--- src/core/jfp_pkg.sv ---
// constants, codes and types of the scan-port flash programming front end
// Contract
// - instruction register is four bits wide, sixteen codes
// - every scan shift register moves least significant bit first
// - programming needs enable fuse programmed and disable bit cleared
// - disable bit set with external reset low clears after two clocks
// - code 0xC selects one-bit reset chain; TAP not reset by it
// - reset chain holding one keeps the target in reset, unlatched
// - after chain release target stays reset for fuse-selected time-out
// - code 0x4 selects the 16-bit unlock signature register
// - update compares signature 0xA370; exact match enters programming mode
// - unlock register clears on power-on; programmer clears it on exit
// - code 0x5 selects the 15-bit command shift register
// - capture loads previous result, shift outputs it while new enters
// - update applies command; each run-test/idle makes one command clock
// - code 0x6 selects 8-bit byte register, low bits of command register
// - page-load update copies byte to holder, writes buffer within 11 clocks
// - page-load writes alternate low then high, low first after entry
// - counter increments before each low write except the first; the code pulses it in the same cycle as that write
// - code 0x7 captures flash byte per capture, low then high
// - page read increments counter after every high byte read
package jfp_pkg;

  localparam int IR_W     = 4;
  localparam int CMD_W    = 15;
  localparam int UNLOCK_W = 16;
  localparam int BYTE_W   = 8;
  localparam int WORD_W   = 16;

  // instruction codes
  localparam logic [IR_W-1:0] TARGET_RESET_INSTR   = 4'hC;
  localparam logic [IR_W-1:0] PROGRAM_UNLOCK_INSTR = 4'h4;
  localparam logic [IR_W-1:0] PROGRAM_COMMAND_INSTR = 4'h5;
  localparam logic [IR_W-1:0] PAGE_LOAD_INSTR      = 4'h6;
  localparam logic [IR_W-1:0] PAGE_READ_INSTR      = 4'h7;
  localparam logic [IR_W-1:0] BYPASS_INSTR         = 4'hF;
  localparam logic [IR_W-1:0] IR_CAPTURE_VAL       = 4'h1;

  localparam logic [UNLOCK_W-1:0] UNLOCK_SIGNATURE = 16'hA370;
  localparam logic [UNLOCK_W-1:0] UNLOCK_RESET_VAL = 16'h0000;
  localparam logic [CMD_W-1:0]    CMD_RESET_VAL    = 15'h0000;
  localparam logic                DISABLE_RESET_VAL = 1'b0;

  // disable-bit clearing after external reset held low, in chip clocks
  localparam logic [1:0] DISABLE_CLEAR_CLOCKS = 2'h2;

  // reset time-out options selected by the clock-option fuses
  localparam int REF_CLK_HZ    = 40_000_000;
  localparam int CYCLES_PER_US = REF_CLK_HZ / 1_000_000;
  localparam int TIMEOUT_OPT0_US = 1;
  localparam int TIMEOUT_OPT1_US = 4;
  localparam int TIMEOUT_OPT2_US = 16;
  localparam int TIMEOUT_OPT3_US = 64;
  localparam int TMO_W = 12;
  localparam logic [TMO_W-1:0] TIMEOUT_OPT0_CYC = TMO_W'(TIMEOUT_OPT0_US * CYCLES_PER_US);
  localparam logic [TMO_W-1:0] TIMEOUT_OPT1_CYC = TMO_W'(TIMEOUT_OPT1_US * CYCLES_PER_US);
  localparam logic [TMO_W-1:0] TIMEOUT_OPT2_CYC = TMO_W'(TIMEOUT_OPT2_US * CYCLES_PER_US);
  localparam logic [TMO_W-1:0] TIMEOUT_OPT3_CYC = TMO_W'(TIMEOUT_OPT3_US * CYCLES_PER_US);

  // test access port controller states
  typedef enum logic [3:0] {
    TEST_RESET, RUN_IDLE,
    SEL_DR, CAPTURE_DR, SHIFT_DR, EXIT1_DR, PAUSE_DR, EXIT2_DR, UPDATE_DR,
    SEL_IR, CAPTURE_IR, SHIFT_IR, EXIT1_IR, PAUSE_IR, EXIT2_IR, UPDATE_IR
  } jfp_tap_state_type;

endpackage

--- src/core/jfp_tap_fsm.sv ---
// test access port controller advanced on each sampled test clock rise
`timescale 1ns/1ps
`default_nettype none
module jfp_tap_fsm (
  input  wire logic                  ref_clk,
  input  wire logic                  srst,
  input  wire logic                  tck_rise,
  input  wire logic                  tms,
  input  wire logic                  hold_reset,
  output var  jfp_pkg::jfp_tap_state_type state_r
);

  jfp_pkg::jfp_tap_state_type state_nxt;

  // standard sixteen-state walk steered by tms
  always_comb begin
    state_nxt = state_r;
    unique case (state_r)
      jfp_pkg::TEST_RESET: state_nxt = tms ? jfp_pkg::TEST_RESET : jfp_pkg::RUN_IDLE;
      jfp_pkg::RUN_IDLE:   state_nxt = tms ? jfp_pkg::SEL_DR : jfp_pkg::RUN_IDLE;
      jfp_pkg::SEL_DR:     state_nxt = tms ? jfp_pkg::SEL_IR : jfp_pkg::CAPTURE_DR;
      jfp_pkg::CAPTURE_DR: state_nxt = tms ? jfp_pkg::EXIT1_DR : jfp_pkg::SHIFT_DR;
      jfp_pkg::SHIFT_DR:   state_nxt = tms ? jfp_pkg::EXIT1_DR : jfp_pkg::SHIFT_DR;
      jfp_pkg::EXIT1_DR:   state_nxt = tms ? jfp_pkg::UPDATE_DR : jfp_pkg::PAUSE_DR;
      jfp_pkg::PAUSE_DR:   state_nxt = tms ? jfp_pkg::EXIT2_DR : jfp_pkg::PAUSE_DR;
      jfp_pkg::EXIT2_DR:   state_nxt = tms ? jfp_pkg::UPDATE_DR : jfp_pkg::SHIFT_DR;
      jfp_pkg::UPDATE_DR:  state_nxt = tms ? jfp_pkg::SEL_DR : jfp_pkg::RUN_IDLE;
      jfp_pkg::SEL_IR:     state_nxt = tms ? jfp_pkg::TEST_RESET : jfp_pkg::CAPTURE_IR;
      jfp_pkg::CAPTURE_IR: state_nxt = tms ? jfp_pkg::EXIT1_IR : jfp_pkg::SHIFT_IR;
      jfp_pkg::SHIFT_IR:   state_nxt = tms ? jfp_pkg::EXIT1_IR : jfp_pkg::SHIFT_IR;
      jfp_pkg::EXIT1_IR:   state_nxt = tms ? jfp_pkg::UPDATE_IR : jfp_pkg::PAUSE_IR;
      jfp_pkg::PAUSE_IR:   state_nxt = tms ? jfp_pkg::EXIT2_IR : jfp_pkg::PAUSE_IR;
      jfp_pkg::EXIT2_IR:   state_nxt = tms ? jfp_pkg::UPDATE_IR : jfp_pkg::SHIFT_IR;
      jfp_pkg::UPDATE_IR:  state_nxt = tms ? jfp_pkg::SEL_DR : jfp_pkg::RUN_IDLE;
    endcase
  end

  // a locked-out port is parked in test-logic-reset
  always_ff @(posedge ref_clk) begin
    if (srst || hold_reset) begin
      state_r <= jfp_pkg::TEST_RESET;
    end else if (tck_rise) begin
      state_r <= state_nxt;
    end
  end

endmodule
`default_nettype wire

--- src/core/jfp_prog_port.sv ---
// scan-port flash programming front end: data registers, unlock and page sequencing
`timescale 1ns/1ps
`default_nettype none
module jfp_prog_port (
  input  wire logic                        ref_clk,
  input  wire logic                        srst,
  input  wire logic                        tck,
  input  wire logic                        tms,
  input  wire logic                        tdi,
  output logic                             tdo,
  output logic                             tdo_oe,
  input  wire logic                        ext_reset_n,
  input  wire logic                        scan_port_enable_fuse,
  input  wire logic [1:0]                  clock_option_fuse,
  input  wire logic                        cpu_disable_wr,
  input  wire logic                        cpu_disable_wdata,
  output logic                             scan_port_disable_bit,
  output logic                             target_reset,
  output logic                             prog_mode,
  input  wire logic [jfp_pkg::CMD_W-1:0]   flash_cmd_result,
  output logic [jfp_pkg::CMD_W-1:0]        flash_cmd,
  output logic                             flash_cmd_clk,
  output logic [jfp_pkg::BYTE_W-1:0]       page_wr_data,
  output logic                             page_wr_high,
  output logic                             page_wr_en,
  input  wire logic [jfp_pkg::WORD_W-1:0]  flash_rd_word,
  output logic                             pc_inc
);

  // pin synchronisers; stage one feeds only stage two
  logic [1:0] tck_sync_r, tms_sync_r, tdi_sync_r, rstn_sync_r;
  logic       tck_dly_r;

  always_ff @(posedge ref_clk) begin
    if (srst) begin
      tck_sync_r  <= 2'h0;
      tms_sync_r  <= 2'h3;
      tdi_sync_r  <= 2'h0;
      rstn_sync_r <= 2'h3;
      tck_dly_r   <= 1'b0;
    end else begin
      tck_sync_r  <= {tck_sync_r[0], tck};
      tms_sync_r  <= {tms_sync_r[0], tms};
      tdi_sync_r  <= {tdi_sync_r[0], tdi};
      rstn_sync_r <= {rstn_sync_r[0], ext_reset_n};
      tck_dly_r   <= tck_sync_r[1];
    end
  end

  wire tck_s    = tck_sync_r[1];
  wire tms_s    = tms_sync_r[1];
  wire tdi_s    = tdi_sync_r[1];
  wire ext_low  = ~rstn_sync_r[1];
  wire tck_rise = tck_s & ~tck_dly_r;
  wire tck_fall = ~tck_s & tck_dly_r;

  // disable bit and its forced clearing under external reset
  logic       dis_r;
  logic [1:0] dis_cnt_r;
  wire        dis_clear = dis_r && ext_low && (dis_cnt_r == jfp_pkg::DISABLE_CLEAR_CLOCKS - 2'h1);

  always_ff @(posedge ref_clk) begin
    if (srst) begin
      dis_r     <= jfp_pkg::DISABLE_RESET_VAL;
      dis_cnt_r <= 2'h0;
    end else begin
      if (dis_clear) begin
        dis_r <= 1'b0;
      end else if (cpu_disable_wr) begin
        dis_r <= cpu_disable_wdata;
      end
      dis_cnt_r <= (dis_r && ext_low && !dis_clear) ? dis_cnt_r + 2'h1 : 2'h0;
    end
  end

  assign scan_port_disable_bit = dis_r;

  // the port only works with fuse programmed and disable bit clear
  wire port_active = scan_port_enable_fuse & ~dis_r;

  jfp_pkg::jfp_tap_state_type tap_state;

  jfp_tap_fsm u_tap (
    .ref_clk    (ref_clk),
    .srst       (srst),
    .tck_rise   (tck_rise),
    .tms        (tms_s),
    .hold_reset (~port_active),
    .state_r    (tap_state)
  );

  // state decodes qualified by the test clock rise, except in_reset
  wire in_reset   = tap_state == jfp_pkg::TEST_RESET;
  wire do_cap_dr  = tck_rise && tap_state == jfp_pkg::CAPTURE_DR;
  wire do_sh_dr   = tck_rise && tap_state == jfp_pkg::SHIFT_DR;
  wire do_up_dr   = tck_rise && tap_state == jfp_pkg::UPDATE_DR;
  wire do_cap_ir  = tck_rise && tap_state == jfp_pkg::CAPTURE_IR;
  wire do_sh_ir   = tck_rise && tap_state == jfp_pkg::SHIFT_IR;
  wire do_up_ir   = tck_rise && tap_state == jfp_pkg::UPDATE_IR;
  wire do_idle    = tck_rise && tap_state == jfp_pkg::RUN_IDLE;

  // instruction register, four bits
  logic [jfp_pkg::IR_W-1:0] ir_sr_r, ir_r;

  always_ff @(posedge ref_clk) begin
    if (srst || in_reset) begin
      ir_sr_r <= jfp_pkg::IR_CAPTURE_VAL;
      ir_r    <= jfp_pkg::BYPASS_INSTR;
    end else begin
      if (do_cap_ir) begin
        ir_sr_r <= jfp_pkg::IR_CAPTURE_VAL;
      end else if (do_sh_ir) begin
        ir_sr_r <= {tdi_s, ir_sr_r[jfp_pkg::IR_W-1:1]};
      end
      if (do_up_ir) begin
        ir_r <= ir_sr_r;
      end
    end
  end

  wire sel_reset  = ir_r == jfp_pkg::TARGET_RESET_INSTR;
  wire sel_unlock = ir_r == jfp_pkg::PROGRAM_UNLOCK_INSTR;
  wire sel_cmd    = ir_r == jfp_pkg::PROGRAM_COMMAND_INSTR;
  wire sel_load   = ir_r == jfp_pkg::PAGE_LOAD_INSTR;
  wire sel_read   = ir_r == jfp_pkg::PAGE_READ_INSTR;
  wire sel_byte   = sel_load | sel_read;

  // reset chain and bypass bit; the chain is not cleared by TAP reset
  logic chain_r, bypass_r;

  always_ff @(posedge ref_clk) begin
    if (srst) begin
      chain_r  <= 1'b0;
      bypass_r <= 1'b0;
    end else begin
      if (do_sh_dr && sel_reset) begin
        chain_r <= tdi_s;
      end
      bypass_r <= do_cap_dr ? 1'b0 : (do_sh_dr ? tdi_s : bypass_r);
    end
  end

  // target reset with time-out after the chain or pin lets go
  logic [jfp_pkg::TMO_W-1:0] tmo_cnt_r;
  wire  [jfp_pkg::TMO_W-1:0] tmo_sel =
    (clock_option_fuse == 2'h0) ? jfp_pkg::TIMEOUT_OPT0_CYC :
    (clock_option_fuse == 2'h1) ? jfp_pkg::TIMEOUT_OPT1_CYC :
    (clock_option_fuse == 2'h2) ? jfp_pkg::TIMEOUT_OPT2_CYC : jfp_pkg::TIMEOUT_OPT3_CYC;

  always_ff @(posedge ref_clk) begin
    if (srst) begin
      tmo_cnt_r <= '0;
    end else if (chain_r || ext_low) begin
      tmo_cnt_r <= tmo_sel;
    end else if (tmo_cnt_r != '0) begin
      tmo_cnt_r <= tmo_cnt_r - 1'b1;
    end
  end

  // chain output unlatched so reset acts in the same cycle
  assign target_reset = chain_r | ext_low | (tmo_cnt_r != '0);

  // unlock signature register and programming mode
  logic [jfp_pkg::UNLOCK_W-1:0] unlock_sr_r;
  logic                         prog_r;
  wire  sig_match = unlock_sr_r == jfp_pkg::UNLOCK_SIGNATURE;

  always_ff @(posedge ref_clk) begin
    if (srst) begin
      unlock_sr_r <= jfp_pkg::UNLOCK_RESET_VAL;
      prog_r      <= 1'b0;
    end else begin
      if (do_sh_dr && sel_unlock) begin
        unlock_sr_r <= {tdi_s, unlock_sr_r[jfp_pkg::UNLOCK_W-1:1]};
      end
      if (!port_active) begin
        prog_r <= 1'b0;
      end else if (do_up_dr && sel_unlock) begin
        prog_r <= sig_match;
      end
    end
  end

  assign prog_mode = prog_r;

  // command register; the byte register is its low eight bits
  logic [jfp_pkg::CMD_W-1:0] cmd_sr_r, cmd_app_r;
  logic                      cmd_clk_r;
  logic [jfp_pkg::BYTE_W-1:0] rd_byte;
  logic                      rd_high_r;

  assign rd_byte = rd_high_r ? flash_rd_word[jfp_pkg::WORD_W-1:jfp_pkg::BYTE_W]
                             : flash_rd_word[jfp_pkg::BYTE_W-1:0];

  always_ff @(posedge ref_clk) begin
    if (srst) begin
      cmd_sr_r <= jfp_pkg::CMD_RESET_VAL;
    end else if (do_cap_dr && sel_cmd && prog_r) begin
      cmd_sr_r <= flash_cmd_result;
    end else if (do_cap_dr && sel_read && prog_r) begin
      cmd_sr_r[jfp_pkg::BYTE_W-1:0] <= rd_byte;
    end else if (do_sh_dr && sel_cmd) begin
      cmd_sr_r <= {tdi_s, cmd_sr_r[jfp_pkg::CMD_W-1:1]};
    end else if (do_sh_dr && sel_byte) begin
      cmd_sr_r[jfp_pkg::BYTE_W-1:0] <= {tdi_s, cmd_sr_r[jfp_pkg::BYTE_W-1:1]};
    end
  end

  // applied command and one execution clock per idle tick
  always_ff @(posedge ref_clk) begin
    if (srst) begin
      cmd_app_r <= jfp_pkg::CMD_RESET_VAL;
      cmd_clk_r <= 1'b0;
    end else begin
      if (do_up_dr && sel_cmd && prog_r) begin
        cmd_app_r <= cmd_sr_r;
      end
      cmd_clk_r <= do_idle && sel_cmd && prog_r;
    end
  end

  assign flash_cmd     = cmd_app_r;
  assign flash_cmd_clk = cmd_clk_r;

  // page-load sequence: hold byte, then write, with any counter step in the write cycle
  logic [jfp_pkg::BYTE_W-1:0] hold_r;
  logic ld_step_r, ld_wr_r, ld_high_r, ld_first_r, pc_inc_r;
  wire  ld_update = do_up_dr && sel_load && prog_r;
  wire  rd_cap    = do_cap_dr && sel_read && prog_r;

  always_ff @(posedge ref_clk) begin
    if (srst) begin
      hold_r    <= '0;
      ld_step_r <= 1'b0;
      ld_wr_r   <= 1'b0;
    end else begin
      if (ld_update) begin
        hold_r <= cmd_sr_r[jfp_pkg::BYTE_W-1:0];
      end
      ld_step_r <= ld_update;
      ld_wr_r   <= ld_step_r; // two ref clocks, far inside 11 test clocks
    end
  end

  // byte-lane toggles restart whenever a new instruction is taken
  always_ff @(posedge ref_clk) begin
    if (srst || do_up_ir) begin
      ld_high_r  <= 1'b0;
      ld_first_r <= 1'b1;
      rd_high_r  <= 1'b0;
    end else begin
      if (ld_wr_r) begin
        ld_high_r  <= ~ld_high_r;
        ld_first_r <= 1'b0;
      end
      if (rd_cap) begin
        rd_high_r <= ~rd_high_r;
      end
    end
  end

  // one counter step: in the same cycle as non-first low writes, after each high read
  always_ff @(posedge ref_clk) begin
    if (srst) begin
      pc_inc_r <= 1'b0;
    end else begin
      pc_inc_r <= (ld_step_r && !ld_high_r && !ld_first_r)
               || (rd_cap && rd_high_r);
    end
  end

  assign page_wr_data = hold_r;
  assign page_wr_high = ld_high_r;
  assign page_wr_en   = ld_wr_r;
  assign pc_inc       = pc_inc_r;

  // serial output changes on the test clock fall, lsb of the active path
  logic tdo_r, tdo_oe_r;
  wire  dr_bit = sel_reset  ? chain_r :
                 sel_unlock ? unlock_sr_r[0] :
                 (sel_cmd | sel_byte) ? cmd_sr_r[0] : bypass_r;

  always_ff @(posedge ref_clk) begin
    if (srst) begin
      tdo_r    <= 1'b0;
      tdo_oe_r <= 1'b0;
    end else if (tck_fall) begin
      tdo_r    <= (tap_state == jfp_pkg::SHIFT_IR) ? ir_sr_r[0] : dr_bit;
      tdo_oe_r <= (tap_state == jfp_pkg::SHIFT_IR) || (tap_state == jfp_pkg::SHIFT_DR);
    end
  end

  assign tdo    = tdo_r;
  assign tdo_oe = tdo_oe_r;
endmodule
`default_nettype wire

--- config.mk ---
export PLATFORM = sky130hd
export DESIGN_NAME = jfp_prog_port
export DESIGN_NICKNAME = d
export VERILOG_FILES = /design/src/core/jfp_pkg.sv /design/src/core/jfp_tap_fsm.sv /design/src/core/jfp_prog_port.sv
export SDC_FILE = /design/constraint.sdc
export NUM_CORES = 1
export LEC_CHECK = 0
export ABC_AREA = 0
export BUFFER_PORTS_ARGS = -buffer_cell sky130_fd_sc_hd__buf_2
export CORE_MARGIN = 4
export CORE_UTILIZATION = 39
export CTS_BUF_LIST = sky130_fd_sc_hd__clkbuf_8
export DETAILED_ROUTE_END_ITERATION = 10
export PLACE_DENSITY_LB_ADDON = 0.25
export SYNTH_ARGS = -nofsm -noshare
export SYNTH_HDL_FRONTEND = slang
export SYNTH_SLANG_ARGS = --single-unit
--- constraint.sdc ---
create_clock -name ref_clk -period 2.1 [get_ports ref_clk]
set_input_delay 0.42 -clock ref_clk [delete_from_list [all_inputs] [get_ports ref_clk]]
set_output_delay 0.42 -clock ref_clk [all_outputs]
set_load 0.1 [all_outputs]
# Word level (Yosys, flattened, before mapping)
# Cells that the tools add are included.
[totals]
register_bits = 102
output_inout_bits = 32
word_cells = 151
[classes]
reduce_logical = 52
muxes = 29
eq_ne = 25
addsub = 2
bitwise = 15
[ops]
columns = ["operator", "n"]
rows = [
  ["12-bit two-way mux", 5],
  ["4-bit one-hot mux with 12 select lines", 1],
  ["4-bit == test, second input constant", 9],
  ["4-bit by 3-bit == test with 1-bit output, second input constant", 8],
  ["8-bit two-way mux", 4],
  ["1-bit logical AND", 28],
  ["16-bit == test, second input constant", 1],
  ["4-bit two-way mux", 4],
  ["15-bit two-way mux", 1],
  ["7-bit two-way mux", 2],
  ["2-bit OR reduction", 7],
  ["12-bit nonzero test", 1],
  ["12-bit by 1-bit subtractor with 12-bit output, second input constant", 1],
  ["4-bit by 2-bit == test with 1-bit output, second input constant", 2],
  ["1-bit NOT", 8],
  ["1-bit two-way mux", 7],
  ["1-bit logical OR", 6],
  ["2-bit two-way mux", 3],
  ["3-bit two-way mux", 2],
  ["2-bit by 1-bit == test with 1-bit output, second input constant", 2],
  ["4-bit by 1-bit == test with 1-bit output, second input constant", 1],
  ["4-bit logical NOT", 1],
  ["1-bit OR", 4],
  ["2-bit nonzero test", 2],
  ["9 further kinds", 13],
]

# Logic depth before layout (Yosys ltp)
[depth]
depth_word = 8
mapped_depth = 8
ltp_nobuf = 7

# Cells and area by module
# Synthesis repeated with hierarchy kept, for this count alone.
[hier_totals]
cells_unflattened = 498
hier_area_um2 = 4606.9
[modules_own_cells]
columns = ["module", "cells_per_inst", "area_per_inst_um2", "instances", "seq_area_each_um2"]
rows = [
  ["jfp_prog_port", 453, 4259.1, 1, 1961.9],
  ["jfp_tap_fsm", 45, 347.8, 1, 80.1],
]

# Worst setup path after synthesis
# OpenSTA, ideal clock, no wires.
[synth_timing]
path_kind = "register -> register"
from = "register prog_r (netlist: prog_mode)"
to = "register cmd_sr_r[7] in the netlist's numbering"
n_path_buf = 2
t_arrival_ns = 2.281
setup_slack_ns = -0.261
period_less_slack_ns = 2.361
required_time_ns = 2.021
setup_ns = 0.079
path_stages_with_launch = 8
cell_sequence = "dfxtp_1 -> nand4b_1 -> or3_1 -> buf_2 -> buf_6 -> a211oi_1 -> a21oi_1 -> a211oi_2"
[synth_via]
elab_chain_len = 3
[synth_lines]
columns = ["element", "line", "source"]
rows = [
  ["start: declaration", "jfp_prog_port.sv:165", "logic prog_r;"],
  ["start signal: assignment", "jfp_prog_port.sv:179", "prog_r <= sig_match;"],
  ["1-bit logical AND", "jfp_prog_port.sv:200", "end else if (do_cap_dr && sel_read && prog_r) begin"],
  ["8-bit two-way mux", "jfp_prog_port.sv:200", ""],
  ["15-bit two-way mux", "jfp_prog_port.sv:198", "end else if (do_cap_dr && sel_cmd && prog_r) begin"],
  ["end signal: assignment", "jfp_prog_port.sv:197", "cmd_sr_r <= jfp_pkg::CMD_RESET_VAL;"],
  ["end signal: assignment", "jfp_prog_port.sv:199", "cmd_sr_r <= flash_cmd_result;"],
  ["end signal: indexed assignment", "jfp_prog_port.sv:201", "cmd_sr_r[jfp_pkg::BYTE_W-1:0] <= rd_byte;"],
  ["end: declaration", "jfp_prog_port.sv:187", "logic [jfp_pkg::CMD_W-1:0] cmd_sr_r, cmd_app_r;"],
]
# Parallel ways exist; a longest one is shown, timed or not.
# A chain may end at the register's enable or synchronous reset.

# Worst setup path in the final report
[layout_timing]
from = "register tmo_cnt_r[2] in the netlist's numbering"
to = "output target_reset"
[layout_via]
elab_chain_len = 2
[layout_lines]
columns = ["element", "line", "source"]
rows = [
  ["start: declaration", "jfp_prog_port.sv:144", "logic [jfp_pkg::TMO_W-1:0] tmo_cnt_r;"],
  ["start signal: assignment", "jfp_prog_port.sv:154", "tmo_cnt_r <= tmo_sel;"],
  ["start signal: assignment", "jfp_prog_port.sv:156", "tmo_cnt_r <= tmo_cnt_r - 1'b1;"],
  ["12-bit nonzero test", "jfp_prog_port.sv:161", "assign target_reset = chain_r | ext_low | (tmo_cnt_r != '0);"],
  ["1-bit OR", "jfp_prog_port.sv:161", ""],
  ["end: declaration", "jfp_prog_port.sv:18", "output logic target_reset,"],
]
# Every way passes these cells.

==> results.sh <==
export IMPL_final_hold_viol_count=0
export IMPL_yosysSeqAreaShare=0.4505
export IMPL_total_power_mw=4.570
export IMPL_worstRegToRegCells=6
export IMPL_synth_edf_count=0
export IMPL_power_frac_seq=0.474
export IMPL_hp_start="ext_reset_n"
export IMPL_seqCellArea_um2=2047
export IMPL_crit_slowest_cell="or4_4"
export IMPL_num_fill_cells=1096
export IMPL_grt_pass1_vias=3671
export IMPL_worstPathCellList="or4_4, nor4_4, inv_2, buf_12"
export IMPL_max_stage_delay_ns=0.56
export IMPL_synthCells=500
export IMPL_worstPathArrival_ns=1.84
export IMPL_skew_ns=0.01117
export IMPL_hp_class="input pin to flip-flop"
export IMPL_rsz0062_at_grt="true"
export IMPL_layout_commonest_cell="nor2_1"
export IMPL_r2r_end="tmo_cnt_r[8]$_SDFFE_PP0P_"
export IMPL_die_h_um=115.8
export IMPL_root_buffer="clkbuf_8"
export IMPL_row_count=39
export IMPL_swShare=0.3134
export IMPL_slew_headroom=0.5684
export IMPL_cts_made_buffers=9
export IMPL_cts_tree="done"
export IMPL_yosys_warnings=0
export IMPL_worstReg2RegStart="tmo_cnt_r[2]$_SDFFE_PP0P_"
export IMPL_startpoint="tmo_cnt_r[2]$_SDFFE_PP0P_"
export IMPL_grt_max_degree=33
export IMPL_die_area_um2=13410
export IMPL_syn_area_per_cell_um2=9.066
export IMPL_finalSetupTns_ns=-0.1561
export IMPL_ioPinCount=74
export IMPL_antenna_found_initial=0
export IMPL_multi_input_area_um2=2333
export IMPL_nNetsFinal=633
export IMPL_path_max_fanout=2
export IMPL_yosysUniqueCellTypes=51
export IMPL_critPathKind="flip-flop to primary output"
export IMPL_die_width_um=115.8
export IMPL_syn_to_final_growth_pct=19.85
export IMPL_synth_async_reset_ratio=0
export IMPL_fin_area_um2=5433
export IMPL_wl_per_cell_um=14.03
export IMPL_status="complete, but fails checks"
export IMPL_core_area_um2=11420
export IMPL_htreeDepth=3
export IMPL_top_layer="met4"
export IMPL_gr_usage_all_layers=0.1594
export IMPL_netlist_area_um2=4533
export IMPL_critPathCapture="target_reset"
export IMPL_fin_ws_ns=-0.1561
export IMPL_port_buffers=73
export IMPL_clkLatencyLatePin_ns=0.38
export IMPL_syn_num_nets=548
export IMPL_worst_pin_slew_ns=0.6450
export IMPL_cts_sinks=102
export IMPL_start_kind="flip-flop"
export IMPL_power_density_nw_per_um2=841.3
export IMPL_wirelength_mm=10.28
export IMPL_vias_per_cell=5.158
export IMPL_dpl_hpwl_mm=7.343
export IMPL_violations="setup timing"
export IMPL_vias=3781
export IMPL_drive_gt1_frac=0.2492
export IMPL_cp_end_kind="primary output"
export IMPL_p_comb_frac=0.275
export IMPL_wl_met1_mm=4.910
export IMPL_placed_area_um2=5115
export IMPL_cellInternalPower_mw=3.138
export IMPL_p_sw_mw=1.432
export IMPL_dr_pass1_iters=6
export IMPL_antenna_cells=0
export IMPL_finalCritPeriodShare=1.074
export IMPL_whs_path_depth=2
export IMPL_gp_congestion=0.8357
export IMPL_cts_clk_slew_worst_paths_ns=0.09
export IMPL_clkPwrFrac=0.251
export IMPL_hold_buffers=0
export IMPL_max_freq_mhz=443.2
export IMPL_first_iter_violations=150
export IMPL_leakage_nw=2.304
export IMPL_synth_seq_cells=102
export IMPL_drc=0
export IMPL_slew_violations=0
export IMPL_cp_data_required_time_ns=1.68
export IMPL_synth_top_flop_cell="dfxtp_1"
export IMPL_peakVddDrop_mv=0.9894
export IMPL_start_util=0.3970
export IMPL_cap_violations=0
export IMPL_layout_common_cells="nor2_1, dfxtp_1, buf_2"
export IMPL_clock_path_buffers=2
export IMPL_grt_first_pass_wirelength_mm=17.15
export IMPL_wl_met2_mm=4.559
export IMPL_ant_nets=0
export IMPL_grt_overflow_total=0
export IMPL_r2r_setup_slack_ns=0.02
export IMPL_setup_viol=1
export IMPL_fin_hold_ws_ns=0.2238
export IMPL_layout_min_cycle_time_ns=2.256
export IMPL_wl_met3_um=612
[power groups by stage]
stage	combinational (mW)	clock, mW	sequential [mW]
3_3_place_gp	0.952	0	2.18
6_report	1.26	1.15	2.17
3_5_place_dp	0.972	0	2.19
2_1_floorplan	0.753	0	2.18
4_1_cts	1.17	1.20	2.15
5_1_grt	1.38	1.27	2.18
[worst max-delay path: cells and delay by family, from the launching register on]
family	cells	cell delay [ns]
simple gates	2	0.86
flops	1	0.33
buf+inv	2	0.26
[cell usage after synthesis (all sizes together) (9+ instances only)]
| cell | instances | area, um2 |
|---|---|---|
| nor3 | 11 | 66.32 |
| nand2 | 25 | 93.84 |
| inv | 14 | 52.55 |
| o21ai | 9 | 45.04 |
| nor2 | 100 | 375.4 |
| nor2b | 13 | 81.33 |
| buf | 10 | 72.56 |
| clkbuf | 21 | 78.83 |
| dfxtp | 102 | 2042 |
| mux2i | 59 | 590.6 |
| xnor2 | 9 | 78.83 |
| a211oi | 23 | 177.7 |
| a21oi | 25 | 125.1 |
[flip-flops by register name, summed over array words and instances (netlist names), 2 cells and up]
register / count
u_tap.state_r: 4
ir_sr_r: 4
flash_cmd: 15
tck_sync_r: 2
tmo_cnt_r: 12
page_wr_data: 8
dis_cnt_r: 2
cmd_sr_r: 15
tdi_sync_r: 2
rstn_sync_r: 2
ir_r: 4
tms_sync_r: 2
unlock_sr_r: 16
[how the worst min path moves through the flow]
| stage | end | slack, ns |
|---|---|---|
| 6_report | rstn_sync_r[0]$_SDFF_PP1_ | 0.22 |
| 4_1_cts | tms_sync_r[0]$_SDFF_PP1_ | 0.21 |
| 5_1_grt | rstn_sync_r[0]$_SDFF_PP1_ | 0.22 |
| 3_3_place_gp | tms_sync_r[1]$_SDFF_PP1_ | 0.40 |
| 3_5_place_dp | tms_sync_r[1]$_SDFF_PP1_ | 0.40 |
| 2_1_floorplan | rstn_sync_r[1]$_SDFF_PP1_ | 0.39 |
[cells by family after synthesis]
logic type	Yosys count	synth area share
fa+ha+maj	6	0.01656
buf+inv	45	0.04499
flops	102	0.4505
xor+xnor	11	0.02125
compound gates	81	0.1195
mux	60	0.1336
simple gates	195	0.2136
[layer usage]
| metal | global-route usage | up-vias |
|---|---|---|
| met5 | 0 | - |
| li1 | - | 1914 |
| met2 | 0.2428 | 94 |
| met1 | 0.2116 | 1758 |
| met4 | 0.06032 | 0 |
| met3 | 0.05065 | 15 |
[timing repair]
item / in CTS / in global routing
setup buffers: 6 / 3
setup endpoints to repair: 1 / 28
pin swaps: 2 / 2
resized for setup: 13 / 5
[area by class of cell]
cell class / count / share of cell area
sequential: 102 / 0.3768
clock buffer: 10 / 0.02533
timing repair buffer: 105 / 0.1188
tap: 143 / 0.03293
multi-input combinational: 353 / 0.4295
clock inverter: 6 / 0.006909
inverter: 14 / 0.009673
[through the flow]
stage / setup slack [ns] / utilization / cells
floorplan: -0.1375 / - / 500
global placement: 0.08334 / 0.4480 / 708
global route: -0.2344 / 0.4758 / 733
finish: -0.1561 / 0.4758 / 733
CTS: -0.2833 / 0.4710 / 730
detailed placement: 0.04830 / 0.4480 / 708
No activity file was read; power rests on OpenSTA's default activity.
